===== src/design/trs_regs.vh =====
// Summary of operation
// - Three speed-select levels combine into one code picking one of 8 sources.
// - Code 000 picks choice A, 001 choice B, 010..111 presets 2..7.
// - Choices A and B carry a source code; presets 1..7 are legal targets.
// - A directly picked preset supplies its stored frequency as reference.
// - Speed selects act only with terminal bit set in reference and logic masks.
// - One reference owner at a time; foreign owner blocks gaining it but not keeping it.
// - Configured speed select requests reference ownership; granted if masks ok, free.
// - Reference ownership kept until shutdown, mask cleared, or no select configured.
// - Unconfigured speed-select functions read as open; full mapping still applies.
// - Each physical input gets its function from a per-input assignment field.
// - Closed auto/manual input selects the manual analog choice as reference.
// - Granted manual reference overrides selects, other commands, mask and owner.
// - Open auto/manual input withdraws request; no requests returns to automatic.
// - Manual requests from several devices are arbitrated; only one granted.
// - Accel rate chosen by terminal only with accel and logic mask bits set.
// - Decel rate chosen by terminal only with decel and logic mask bits set.
// - Separate scheme: open selects time 1, closed selects time 2, each ramp.
// - One rate owner at a time; terminal affects ramps only while owner.
// - Configured accel select requests accel ownership; granted if masks ok, free.
// - Accel ownership kept until shutdown, mask cleared, or function unconfigured.
// - Decel ownership follows the accel conditions using the decel mask.
// - Combined scheme: one input selects both time 1 or both time 2.
`ifndef TRS_REGS_VH
`define TRS_REGS_VH

`define TRS_NUM_DIN      6
`define TRS_FSEL_W       4
`define TRS_FSEL_BUS_W   24
`define TRS_MASK_W       8
`define TRS_TB_BIT       0
`define TRS_SRC_W        4
`define TRS_FREQ_W       16
`define TRS_PRESETS_W    112

// Input function assignment codes
`define TRS_FN_NONE      4'h0
`define TRS_FN_SPD1      4'h1
`define TRS_FN_SPD2      4'h2
`define TRS_FN_SPD3      4'h3
`define TRS_FN_AUTOMAN   4'h4
`define TRS_FN_ACC2      4'h5
`define TRS_FN_DEC2      4'h6
`define TRS_FN_ACCDEC2   4'h7

// Source codes: presets n are code n, others are external sources
`define TRS_SRC_PRESET1  4'h1
`define TRS_SRC_PRESET7  4'h7

// Speed select codes for the two indirect choices
`define TRS_CODE_REF_A   3'h0
`define TRS_CODE_REF_B   3'h1

// Reset values
`define TRS_RST_SRC      4'h0
`define TRS_RST_FREQ     16'h0000
`define TRS_RST_GRANT    8'h00

`endif


===== src/design/trs_owner.v =====
`timescale 1ns/10ps
module trs_owner (
  // Clock and reset
  input  wire clk_in,
  input  wire reset_n_in,
  input  wire ce_in,
  input  wire shutdown_in,
  // Request and arbitration
  input  wire request_in,
  input  wire mask_ok_in,
  input  wire other_owner_in,
  output reg  owned_out
);

  wire keep;
  wire gain;

  assign keep = request_in & mask_ok_in;
  assign gain = keep & ~other_owner_in;

  always @(posedge clk_in or negedge reset_n_in) begin
    if (!reset_n_in) begin
      owned_out <= 1'b0;
    end else if (ce_in) begin
      if (shutdown_in) begin
        owned_out <= 1'b0;
      end else if (owned_out) begin
        owned_out <= keep;
      end else begin
        owned_out <= gain;
      end
    end
  end

endmodule // trs_owner


===== src/design/trs_sync.v =====
`timescale 1ns/10ps
module trs_sync (
  // Clock and reset
  input  wire       clk_in,
  input  wire       reset_n_in,
  input  wire       ce_in,
  // Pins
  input  wire [5:0] pins_in,
  output reg  [5:0] sync_out
);

  reg [5:0] stage1_reg;

  always @(posedge clk_in or negedge reset_n_in) begin
    if (!reset_n_in) begin
      stage1_reg <= 6'h00;
      sync_out   <= 6'h00;
    end else if (ce_in) begin
      stage1_reg <= pins_in;
      sync_out   <= stage1_reg;
    end
  end

endmodule // trs_sync


===== src/design/trs_top.v =====
`timescale 1ns/10ps
`include "trs_regs.vh"
module trs_top (
  // Clock, reset and enable
  input  wire                      clk_in,
  input  wire                      reset_n_in,
  input  wire                      ce_in,
  input  wire                      shutdown_in,
  // Physical terminal inputs, closed = 1
  input  wire [`TRS_NUM_DIN-1:0]   din_pins_in,
  // Per-input function assignment, 4 bits per input
  input  wire [`TRS_FSEL_BUS_W-1:0] din_func_sel_in,
  // Masks, one bit per control device
  input  wire [`TRS_MASK_W-1:0]    logic_mask_in,
  input  wire [`TRS_MASK_W-1:0]    ref_mask_in,
  input  wire [`TRS_MASK_W-1:0]    accel_mask_in,
  input  wire [`TRS_MASK_W-1:0]    decel_mask_in,
  // Ownership held by other devices
  input  wire                      ref_owner_other_in,
  input  wire                      accel_owner_other_in,
  input  wire                      decel_owner_other_in,
  // Manual requests of other devices, bit 0 unused
  input  wire [`TRS_MASK_W-1:0]    manual_req_other_in,
  // Reference parameters
  input  wire [`TRS_SRC_W-1:0]     ref_a_choice_in,
  input  wire [`TRS_SRC_W-1:0]     ref_b_choice_in,
  input  wire [`TRS_SRC_W-1:0]     manual_analog_choice_in,
  input  wire [`TRS_PRESETS_W-1:0] preset_freq_in,
  // Reference selection results
  output reg  [2:0]                speed_code_out,
  output reg  [`TRS_SRC_W-1:0]     ref_source_out,
  output reg  [`TRS_FREQ_W-1:0]    ref_freq_out,
  output reg                       ref_freq_valid_out,
  output reg                       ref_manual_out,
  output reg                       ref_tb_ctrl_out,
  output reg  [`TRS_MASK_W-1:0]    manual_grant_out,
  // Ownership
  output wire                      ref_owner_out,
  output wire                      accel_owner_out,
  output wire                      decel_owner_out,
  // Ramp selection, 0 = time 1, 1 = time 2
  output reg                       accel_time2_out,
  output reg                       decel_time2_out
);

  // True when any input is assigned the given function
  function has_func;
    input [`TRS_FSEL_BUS_W-1:0] sel;
    input [`TRS_FSEL_W-1:0]     code;
    integer i;
    begin
      has_func = 1'b0;
      for (i = 0; i < `TRS_NUM_DIN; i = i + 1) begin
        if (sel[i*`TRS_FSEL_W +: `TRS_FSEL_W] == code) begin
          has_func = 1'b1;
        end
      end
    end
  endfunction

  // Level of a function; an unassigned function reads open
  function func_level;
    input [`TRS_FSEL_BUS_W-1:0] sel;
    input [`TRS_FSEL_W-1:0]     code;
    input [`TRS_NUM_DIN-1:0]    pins;
    integer i;
    begin
      func_level = 1'b0;
      for (i = 0; i < `TRS_NUM_DIN; i = i + 1) begin
        if (sel[i*`TRS_FSEL_W +: `TRS_FSEL_W] == code) begin
          func_level = func_level | pins[i];
        end
      end
    end
  endfunction

  // Frequency of preset n, n = 1..7
  function [`TRS_FREQ_W-1:0] preset_pick;
    input [`TRS_PRESETS_W-1:0] presets;
    input [`TRS_SRC_W-1:0]     idx;
    integer n;
    begin
      preset_pick = `TRS_RST_FREQ;
      for (n = 1; n <= 7; n = n + 1) begin
        if (idx == n[`TRS_SRC_W-1:0]) begin
          preset_pick = presets[(n-1)*`TRS_FREQ_W +: `TRS_FREQ_W];
        end
      end
    end
  endfunction

  // True for source codes that name one of the stored presets
  function is_preset;
    input [`TRS_SRC_W-1:0] src;
    begin
      is_preset = (src >= `TRS_SRC_PRESET1) && (src <= `TRS_SRC_PRESET7);
    end
  endfunction

  // Terminal bit set in both the function mask and the logic mask
  function tb_allowed;
    input [`TRS_MASK_W-1:0] fmask;
    input [`TRS_MASK_W-1:0] lmask;
    begin
      tb_allowed = fmask[`TRS_TB_BIT] & lmask[`TRS_TB_BIT];
    end
  endfunction

  // Input synchroniser
  wire [`TRS_NUM_DIN-1:0] din_sync;

  trs_sync u_sync (
    .clk_in     (clk_in),
    .reset_n_in (reset_n_in),
    .ce_in      (ce_in),
    .pins_in    (din_pins_in),
    .sync_out   (din_sync)
  );

  // Function decode
  wire spd_cfg;
  wire accel_cfg;
  wire decel_cfg;
  wire accel_level;
  wire decel_level;
  wire tb_man_req;
  wire [2:0] spd_code;

  assign spd_cfg = has_func(din_func_sel_in, `TRS_FN_SPD1) |
                   has_func(din_func_sel_in, `TRS_FN_SPD2) |
                   has_func(din_func_sel_in, `TRS_FN_SPD3);

  // Unconfigured selects stay open, table still applies
  assign spd_code = {func_level(din_func_sel_in, `TRS_FN_SPD3, din_sync),
                     func_level(din_func_sel_in, `TRS_FN_SPD2, din_sync),
                     func_level(din_func_sel_in, `TRS_FN_SPD1, din_sync)};

  // Ramp ownership requests follow configuration, not pin levels
  assign accel_cfg = has_func(din_func_sel_in, `TRS_FN_ACC2) |
                     has_func(din_func_sel_in, `TRS_FN_ACCDEC2);
  assign decel_cfg = has_func(din_func_sel_in, `TRS_FN_DEC2) |
                     has_func(din_func_sel_in, `TRS_FN_ACCDEC2);

  assign accel_level =
    func_level(din_func_sel_in, `TRS_FN_ACC2, din_sync) |
    func_level(din_func_sel_in, `TRS_FN_ACCDEC2, din_sync);
  assign decel_level =
    func_level(din_func_sel_in, `TRS_FN_DEC2, din_sync) |
    func_level(din_func_sel_in, `TRS_FN_ACCDEC2, din_sync);

  // Open auto/manual input withdraws the terminal request
  assign tb_man_req =
    func_level(din_func_sel_in, `TRS_FN_AUTOMAN, din_sync);

  // Mask qualification
  wire ref_mask_ok;
  wire accel_mask_ok;
  wire decel_mask_ok;

  assign ref_mask_ok   = tb_allowed(ref_mask_in, logic_mask_in);
  assign accel_mask_ok = tb_allowed(accel_mask_in, logic_mask_in);
  assign decel_mask_ok = tb_allowed(decel_mask_in, logic_mask_in);

  // Ownership cells; the registered owner lags a request by one edge,
  // so the output paths also test the live mask to let go at once
  trs_owner u_ref_own (
    .clk_in         (clk_in),
    .reset_n_in     (reset_n_in),
    .ce_in          (ce_in),
    .shutdown_in    (shutdown_in),
    .request_in     (spd_cfg),
    .mask_ok_in     (ref_mask_ok),
    .other_owner_in (ref_owner_other_in),
    .owned_out      (ref_owner_out)
  );

  trs_owner u_accel_own (
    .clk_in         (clk_in),
    .reset_n_in     (reset_n_in),
    .ce_in          (ce_in),
    .shutdown_in    (shutdown_in),
    .request_in     (accel_cfg),
    .mask_ok_in     (accel_mask_ok),
    .other_owner_in (accel_owner_other_in),
    .owned_out      (accel_owner_out)
  );

  trs_owner u_decel_own (
    .clk_in         (clk_in),
    .reset_n_in     (reset_n_in),
    .ce_in          (ce_in),
    .shutdown_in    (shutdown_in),
    .request_in     (decel_cfg),
    .mask_ok_in     (decel_mask_ok),
    .other_owner_in (decel_owner_other_in),
    .owned_out      (decel_owner_out)
  );

  // Manual reference arbitration
  wire [`TRS_MASK_W-1:0] man_reqs;
  wire [`TRS_MASK_W-1:0] man_held;
  reg  [`TRS_MASK_W-1:0] man_grant_next;
  integer k;

  // Terminal request sits in bit 0, other devices above it
  assign man_reqs = {manual_req_other_in[`TRS_MASK_W-1:1], tb_man_req};
  assign man_held = manual_grant_out & man_reqs;

  // Holder keeps the grant; otherwise lowest requesting device wins
  always @* begin
    man_grant_next = `TRS_RST_GRANT;
    if (man_held != `TRS_RST_GRANT) begin
      man_grant_next = man_held;
    end else begin
      for (k = `TRS_MASK_W - 1; k >= 0; k = k - 1) begin
        if (man_reqs[k]) begin
          man_grant_next = `TRS_RST_GRANT;
          man_grant_next[k] = 1'b1;
        end
      end
    end
  end

  // Reference selection
  reg [`TRS_SRC_W-1:0]  auto_src;
  reg [`TRS_FREQ_W-1:0] auto_freq;
  reg                   auto_valid;

  always @* begin
    auto_src   = `TRS_RST_SRC;
    auto_freq  = `TRS_RST_FREQ;
    auto_valid = 1'b0;
    case (spd_code)
      `TRS_CODE_REF_A: begin
        auto_src = ref_a_choice_in;
      end
      `TRS_CODE_REF_B: begin
        auto_src = ref_b_choice_in;
      end
      default: begin
        auto_src = {1'b0, spd_code};
      end
    endcase
    // A source outside the presets carries no frequency here
    if (is_preset(auto_src)) begin
      auto_freq  = preset_pick(preset_freq_in, auto_src);
      auto_valid = 1'b1;
    end
  end

  always @(posedge clk_in or negedge reset_n_in) begin
    if (!reset_n_in) begin
      speed_code_out     <= 3'h0;
      ref_source_out     <= `TRS_RST_SRC;
      ref_freq_out       <= `TRS_RST_FREQ;
      ref_freq_valid_out <= 1'b0;
      ref_manual_out     <= 1'b0;
      ref_tb_ctrl_out    <= 1'b0;
      manual_grant_out   <= `TRS_RST_GRANT;
    end else if (ce_in) begin
      speed_code_out   <= spd_code;
      manual_grant_out <= man_grant_next;
      if (man_grant_next[`TRS_TB_BIT]) begin
        // Terminal manual mode overrides every other selection path
        ref_source_out     <= manual_analog_choice_in;
        ref_freq_valid_out <= 1'b0;
        ref_manual_out     <= 1'b1;
        ref_tb_ctrl_out    <= 1'b1;
      end else if (man_grant_next != `TRS_RST_GRANT) begin
        // Another device in manual mode supplies its own reference
        ref_manual_out  <= 1'b1;
        ref_tb_ctrl_out <= 1'b0;
      end else if (ref_owner_out && ref_mask_ok) begin
        ref_source_out     <= auto_src;
        ref_freq_out       <= auto_freq;
        ref_freq_valid_out <= auto_valid;
        ref_manual_out     <= 1'b0;
        ref_tb_ctrl_out    <= 1'b1;
      end else begin
        // No ownership or mask clear: selects have no effect, last choice held
        ref_manual_out  <= 1'b0;
        ref_tb_ctrl_out <= 1'b0;
      end
    end
  end

  // Ramp rate selection
  // Without ownership the last chosen rate stays in force
  always @(posedge clk_in or negedge reset_n_in) begin
    if (!reset_n_in) begin
      accel_time2_out <= 1'b0;
      decel_time2_out <= 1'b0;
    end else if (ce_in) begin
      if (accel_owner_out && accel_mask_ok) begin
        accel_time2_out <= accel_level;
      end
      if (decel_owner_out && decel_mask_ok) begin
        decel_time2_out <= decel_level;
      end
    end
  end

endmodule // trs_top


===== config.mk =====
export PLATFORM = sky130hd
export DESIGN_NAME = trs_top
export DESIGN_NICKNAME = d
export VERILOG_FILES = /design/src/design/trs_owner.v /design/src/design/trs_sync.v /design/src/design/trs_top.v
export VERILOG_INCLUDE_DIRS = /design/src /design/src/design
export SDC_FILE = /design/constraint.sdc
export NUM_CORES = 1
export LEC_CHECK = 0
export BUFFER_PORTS_ARGS = -buffer_cell sky130_fd_sc_hd__buf_2
export CORE_MARGIN = 2
export CORE_UTILIZATION = 37
export CTS_CLUSTER_SIZE = 14
export DETAILED_ROUTE_END_ITERATION = 12
export GPL_ROUTABILITY_DRIVEN = 0
export PLACE_DENSITY_LB_ADDON = 0.2
export SLEW_MARGIN = 0
export SYNTH_ARGS = -nofsm -noshare
export SYNTH_HDL_FRONTEND = slang
export SYNTH_HIERARCHICAL = 1
export SYNTH_SLANG_ARGS = --single-unit

===== constraint.sdc =====
create_clock -name clk_in -period 5.9 [get_ports clk_in]
set_input_delay 1.18 -clock clk_in [delete_from_list [all_inputs] [get_ports clk_in]]
set_output_delay 1.18 -clock clk_in [all_outputs]
set_load 0.01 [all_outputs]

== Word level (Yosys, flattened, before mapping) ==
Index checks and enable logic that the tools add are counted.
Operators by class
  magnitude comparators: 2
  eq/ne operators: 51
  muxes and demuxes: 114
  bitwise operators: 56
  reduce and logical (&&, ||, !) cells: 12
Operators with widths (count)
  $mux W16: 8
  $eq A4 B3 Y1 const B: 28
  $mux W1: 93
  $mux W8: 9
  $eq A4 B2 Y1 const B: 14
  $or A1 B1 Y1: 41
  $eq A4 B1 Y1 const B: 7
  $reduce_bool A8 Y1: 2
  $mux W4: 3
  $and A1 B1 Y1: 9
  $and A8 B8 Y8: 1
  $pmux W4 S2: 1
  $not A1 Y1: 5
  $ge A4 B1 Y1 const B: 1
  $le A4 B3 Y1 const B: 1
  $logic_and A1 B1 Y1: 4
  $reduce_and A2 Y1: 2
  $reduce_and A4 Y1: 1
  $eq A3 B1 Y1 const B: 1
  $logic_not A3 Y1: 1
  $reduce_and A3 Y1: 1
  $ne A2 B2 Y1 const B: 1
  $reduce_bool A2 Y1: 1
Storage, ports and cells
  bits in registers: 51
  input port bits: 201
  output and inout port bits: 39
  word-level logic and storage cells: 249

== Depth between registers and ports, before layout ==
Gate-level depths: netlist of run 1.
  word-level depth: 23
  mapped depth: 14
  mapped depth without buffers: 9

== By module ==
Netlist of run 1, hierarchy kept.
By module, submodules not included
  trs_top: times used 1, cells an instance 454, area each 3559.7 µm², seq. area each 900.9 µm²
  trs_sync: times used 1, cells an instance 25, area each 484.2 µm², seq. area each 300.3 µm²
  trs_owner: times used 3, cells an instance 4, area each 47.5 µm², seq. area each 25.0 µm²

== Worst setup path before layout of run 1 ==
No wires, ideal clock.
  path kind: in2reg
  start point: input din_func_sel_in[5]
  end point: register ref_freq_out[0]
  data arrival time: 3730 ps
  data required time: 5777 ps
  path slack: 2047 ps
  stages: 14
  cell sequence: buf_6 > nand2_2 > or4_4 > and4_4 > buf_6 > o211a_4 > or3_1 > buf_2 > or3_1 > buf_2 > buf_6 > o221a_1 > a211oi_2 > o31ai_2
Between the ends
  word-level cells in the longest chain between the ends: 21
  elaborated cells on any way between the ends: 69
RTL lines
  from (decl): line trs_top.v:12  | input wire [`TRS_FSEL_BUS_W-1:0] din_func_sel_in,
  $eq A4 B1 Y1 or $eq A4 B2 Y1 (tied branches): line trs_top.v:70  | if (sel[i*`TRS_FSEL_W +: `TRS_FSEL_W] == code) begin
  $mux W1: line trs_top.v:70
  $or A1 B1 Y1: line trs_top.v:71  | func_level = func_level | pins[i];
  $mux W1: line trs_top.v:70
  $or A1 B1 Y1: line trs_top.v:71
  $mux W1: line trs_top.v:70
  $or A1 B1 Y1: line trs_top.v:71
  $mux W1: line trs_top.v:70
  $or A1 B1 Y1: line trs_top.v:71
  $mux W1: line trs_top.v:70
  $eq A3 B1 Y1 or $logic_not A3 Y1 (tied branches): line trs_top.v:233  | case (spd_code)
  $pmux W4 S2: line trs_top.v:233
  $eq A4 B1 Y1: line trs_top.v:85  | if (idx == n[`TRS_SRC_W-1:0]) begin
  $mux W16 (7 in a row): line trs_top.v:85
  $mux W16: line trs_top.v:245  | if (is_preset(auto_src)) begin
  to (signal assigned): line trs_top.v:255  | ref_freq_out <= `TRS_RST_FREQ;
  to (signal assigned): line trs_top.v:275  | ref_freq_out <= auto_freq;
  to (decl): line trs_top.v:32  | output reg [`TRS_FREQ_W-1:0] ref_freq_out,
Several ways; a longest one is shown, not always the timed one.
A chain may end at the register's enable or synchronous reset.

== Final worst setup path of run 1 ==
  start point: input din_func_sel_in[7]
  end point: register ref_freq_out[6]
Same word-level chain as after synthesis.

==> results of run 1 <==
## power by group
group	total [mW]	internal, mW	leakage, nW	switching (mW)
registers	0.430	0.396	0.654	0.0337
logic	0.529	0.225	1.88	0.304
clock network	0.302	0.170	0.0731	0.133
## worst reg2reg max path: stages, from the launching register on
cell       delay [ps]
dfrtp_1           480
nor2b_1           210
o2bb2ai_1         190
nor3_1            380
and4_1            560
nor2_1             80
buf_4             240
or3_1             610
o221a_1           350
a211oi_1          470
o31ai_1           130
## area by class of cell
cell class	instances	area (um^2)
Tap cell	140	175
Clock inverter	2	16.3
Sequential cell	51	1280
Multi-Input combinational cell	380	2650
Inverter	29	109
Fill cell	1088	5460
Clock buffer	6	139
Timing Repair Buffer	218	1110
## synth_stat cells, types with 2 or more instances
cell type	instances	area share, %
dfrtp_1	51	30
nor2_1	40	3.6
o21ai_0	40	4.8
nand2_1	32	2.9
a21oi_1	30	3.6
inv_1	29	2.6
nand3_1	22	2.6
clkbuf_1	19	1.7
a221oi_1	17	3.6
o221a_1	14	3.8
nor3_1	12	1.4
a211oi_2	10	3.0
mux2_4	10	3.6
o31ai_2	9	2.7
a32oi_1	8	1.7
nand3b_1	8	1.4
nor2b_1	8	1.2
o22a_1	7	1.5
o31ai_1	7	1.3
a211oi_1	6	1.1
and2_1	6	0.90
buf_2	6	0.72
nor3b_1	6	1.1
or3_1	6	0.90
a22oi_1	5	0.90
a2bb2oi_1	5	1.0
buf_6	5	1.3
mux2i_1	5	1.2
nand2b_1	5	0.75
nand4_1	5	0.75
o22ai_1	5	0.75
and4_1	4	0.84
o31a_1	4	0.84
a21o_1	3	0.54
a31oi_1	3	0.45
nand4bb_1	3	0.81
o21a_1	3	0.54
a22o_1	2	0.42
a32o_1	2	0.48
mux2_2	2	0.54
o221ai_1	2	0.42
or3b_1	2	0.42
## per-stage QoR
step | util [%] | hold WS [ps] | cell area (um^2) | setup slack, ps | total power, mW
after floorplan | - | 476 | 4190 | 2050 | 0.755
after global placement | 48.7 | 456 | 5320 | 1270 | 0.944
after detailed placement | 48.7 | 462 | 5320 | 1160 | 0.957
after CTS | 50.1 | 479 | 5480 | 1440 | 1.26
after global routing | 50.1 | 494 | 5480 | 1170 | 1.34
final | 50.1 | 476 | 5480 | 1380 | 1.26
## metal layers
| layer | track usage [%] | routed length (um) |
|---|---|---|
| met1 | 35.1 | 7040 |
| met2 | 36.5 | 6890 |
| met3 | 4.00 | 1010 |
| met4 | 5.98 | 270 |
| met5 | 0 | 0 |
## worst paths after layout
kind / from / end
worst max-delay path: din_func_sel_in[7] / ref_freq_out[6]
worst min-delay path: ref_freq_out[8] / ref_freq_out[8]
worst max register to register: u_sync/sync_out[1] / ref_freq_out[6]
worst min register to register: ref_freq_out[8] / ref_freq_out[8]
max in group asynchronous: reset_n_in / ref_freq_out[13]
min in group asynchronous: reset_n_in / manual_grant_out[3]
## cells by family (layout without fill, tap and decap cells)
group                  count (synthesis)  in the layout  share of synthesized area, %
buffers and inverters                 60            255                          6.46
muxes                                 17             17                          5.32
AOI/OAI and AO/OA                    193            193                          35.8
and+or+nand+nor                      170            170                          22.0
DFF                                   51             51                          30.5
==> flow_summary.toml, run 1 <==
[final_layout]
area_growth_pct = 30.8
mostFrequentLayoutCells = "buf_2 (210), dfrtp_1 (51), nor2_1 (40), o21ai_0 (40), nand2_1 (32)"
largestRegisters = "ref_freq_out (16), manual_grant_out (8)"
layout.nets = 886
antenna_cells = 0
instances_no_fill = 826
final_common_cell = "buf_2"
drive_gt1_share_pct = 38.8
largest_reg_flops = 16
largest_register = "ref_freq_out"

[global_route]
grt.overflow.total = 0
grt_pass1_wl_um = 22700
antenna_found_initial = 0
grt_use_total_pct = 23.9
grt_pass1_vias = 4460
grt_max_degree = 52

[worst_setup_path]
crit_buf_inv = 3
crit_chain = "buf_2, nor3b_1, a32oi_1, nand3_1, buf_4, o31a_1, nor2_1, buf_4, or3_1, o221a_1, a211oi_1, o31ai_1"
crit_arrival_ps = 4660
critPathMaxFanout = 24
cp_slowest_stage_delay_ps = 610
cpLargestDelayFamily = "compound AO/OA/AOI/OAI gates"
worst_setup_path_start_kind = "primary input"
path_class = "primary input to register"
slowest_stage = "or3_1"
required_ps = 6040
reg2reg_slack_ps = 2050
rr_worst_depth = 10
worst_path_most_repeated_cell = "buf_4"
path_depth = 12
critPathCaptureType = "register"

[timing]
finalSetupTns_ps = 0
timing.fmax_mhz = 221
slew_viol_final = 0
timing.final.crit_share_pct = 76.6
setup_viol = 0
hold_violations = 0
fin_crit_ps = 4520
fin_worst_skew_ps = 6.50
worst_pin_slew_ps = 1110
slew_headroom_pct = 25.7
rsz0062_at_grt = "false"

[route]
drt_pass1_iterations = 5
routed_wl_um = 15200
drtAntennaViolNets = 0
avgRoutedWirePerCell_um = 18.4
drcViolationCount = 0
vias = 4817
drtIter0Drc = 516
vias_per_cell = 5.83

[die]
die-area_um2 = 12200
die_h_um = 110
rows = 38
fp.dieW_um = 110
initial_core_util_pct = 38.3
coreArea_um2 = 10900
pin_count = 240

[clock_network]
cts_hold_buffers = 0
cts_buffers = 5
tritoncts = "yes"
cts_setup_buffers = 0
cts.path.max_buffers = 2
htreeDepth = 2
clock_sinks = 51
clk_latency_ps = 290
cts_resized = 0
path_clk_slew_ps = 70
clock-root-buffer = "clkbuf_16"

[synthesis]
syn_nets = 692
yosysUniqueCellTypes = 65
ys.flop_type = "dfrtp_1"
ys_seq_area_share_pct = 30.5
yosys_warnings = 6
ys_ff_latch = 51
synth-edff-count = 0
syn_area_um2 = 4190
avgSynthCellArea_um2 = 8.53
synthArstFlopShare_pct = 100
netlist_instances = 491

[placement]
place_hpwl_um = 11800
dp_cells = 818
io_buffers = 210

[status]
status = "complete, no violations"

[power_and_ir_drop]
ir_drop_mv = 0.160
power.density_nw_per_um2 = 230
leakage_nw = 2.60

[worst_hold_path]
hp-class = "register to register"
min_path_cells = 2

[job]
maxCapViolCount = 0
Note: power is estimated with default switching activity, not from simulation.
==> inputs of run 2 (changes only) <==
==> constraint.sdc (replaced) <==
create_clock -name clk_in -period 4.1 [get_ports clk_in]
set_input_delay 0.82 -clock clk_in [delete_from_list [all_inputs] [get_ports clk_in]]
set_output_delay 0.82 -clock clk_in [all_outputs]
set_load 0.01 [all_outputs]
==> flow_summary.toml, run 2 (synthesis results as in run 1) <==
[final_layout]
mostFrequentLayoutCells = "buf_2 (210), dfrtp_1 (51), nor2_1 (40), o21ai_0 (40), nand2_1 (32)"
n_fill_cell = 1093
largest_reg_flops = 16
layout.nets = 897
antenna_cells = 0
multi_input_area_um2 = 2650
largest_register = "ref_freq_out"
instances_no_fill = 836
drive_gt1_share_pct = 39.7
final_common_cell = "buf_2"
seqCellArea_um2 = 1280
largestRegisters = "ref_freq_out (16), manual_grant_out (8)"
area_growth_pct = 33.0

[route]
vias_per_cell = 5.82
drtAntennaViolNets = 0
vias = 4868
avgRoutedWirePerCell_um = 18.1
drtIter0Drc = 396
drt_pass1_iterations = 5
routed_wl_um = 15100
drcViolationCount = 0

[global_route]
grt.busiest_layer = "met2"
use_met2_pct = 36.4
grt_max_degree = 34
grt_use_total_pct = 24.0
grt_pass1_wl_um = 22600
grt_pass1_vias = 4484
antenna_found_initial = 0
grt.overflow.total = 0
grtUsageMet3_pct = 4.82
use_met1_pct = 34.8

[die]
initial_core_util_pct = 38.3
rows = 38
die_h_um = 110
pin_count = 240
coreArea_um2 = 10900
die-area_um2 = 12200
fp.dieW_um = 110

[clock_network]
cts_setup_buffers = 0
path_clk_slew_ps = 70
cts_hold_buffers = 0
clk_latency_ps = 290
htreeDepth = 2
tritoncts = "yes"
cts_resized = 0
clock-root-buffer = "clkbuf_16"
cts.path.max_buffers = 2
cts_buffers = 5
clock_sinks = 51

[placement]
place_hpwl_um = 12100
dp_cells = 829
dp_slack_ps = 131
io_buffers = 210

[worst_hold_path]
min_to = "ref_freq_out[0]"
hp-start = "ref_freq_out[0]"
hp-class = "register to register"
min_path_cells = 2

[power_and_ir_drop]
power.density_nw_per_um2 = 335
leakage_nw = 2.66
finalPower_mw = 1.87
ir_drop_mv = 0.187

[worst_setup_path]
required_ps = 4240
critPathMaxFanout = 14
crit_arrival_ps = 3870
rr_worst_depth = 9
reg2reg_slack_ps = 670
r2r_start = "u_sync/sync_out[1]"
worst_setup_path_start_kind = "primary input"
critPathCaptureType = "register"
r2r_end = "ref_freq_out[6]"
path_class = "primary input to register"

[timing]
fin_worst_skew_ps = 7.72
slew_viol_final = 0
slew_headroom_pct = 41.3
finalSetupTns_ps = 0
rsz0062_at_grt = "false"
fin_crit_ps = 3730
layout_setup_ws_ps = 371
setup_viol = 0
timing.final.crit_share_pct = 90.9
worst_pin_slew_ps = 880
timing.fmax_mhz = 268
hold_violations = 0

[status]
status = "complete, no violations"

[job]
maxCapViolCount = 0
## run 2: report_power, final
part / switching [mW] / leakage (nW) / internal [mW]
Combinational: 0.438 / 1.93 / 0.346
Sequential: 0.0481 / 0.654 / 0.570
Clock: 0.180 / 0.0759 / 0.285
## run 2: worst max-delay path by stage
| stage | startpoint | to | slack [ps] | cells past startpoint |
|---|---|---|---|---|
| after floorplan | din_func_sel_in[5] | ref_freq_out[0] | 610 | 14 |
| after global placement | din_func_sel_in[7] | ref_freq_out[6] | 170 | 10 |
| final | din_func_sel_in[7] | ref_freq_out[6] | 370 | 10 |
| after detailed placement | din_func_sel_in[7] | ref_freq_out[6] | 130 | 10 |
| after CTS | din_func_sel_in[7] | ref_freq_out[6] | 430 | 10 |
| after global routing | din_func_sel_in[7] | ref_freq_out[6] | 250 | 10 |
## run 2: area by class of cell
cell class | instances | area share (%)
clock buffer | 5 | 2.25
clock inverter | 2 | 0.674
inverter | 29 | 1.96
multi-input combinational | 380 | 47.6
sequential | 51 | 22.9
tap | 140 | 3.15
timing repair buffer | 229 | 21.4
## run 2: worst max-delay path, cell delays in order
cell	delay [ps]
buf_2	130
nor3b_1	430
a2bb2oi_1	190
and4_1	240
o211a_4	280
or3_1	370
or3_1	550
o221a_1	350
a211oi_1	380
o31ai_1	130
## run 2: through the flow
stage | util [%] | hold WS (ps) | area (um^2)
after detailed placement | 49.4 | 462 | 5400
final | 50.9 | 482 | 5570
after CTS | 50.9 | 482 | 5570
after global routing | 50.9 | 496 | 5570
after floorplan | - | 476 | 4190
after global placement | 49.4 | 458 | 5400
## run 2: layer usage
| metal | vias to the layer above | wire length, um |
|---|---|---|
| li1 | 2308 | - |
| met1 | 2299 | 6700 |
| met2 | 239 | 6920 |
| met3 | 22 | 1250 |
| met4 | 0 | 288 |
| met5 | - | 0 |
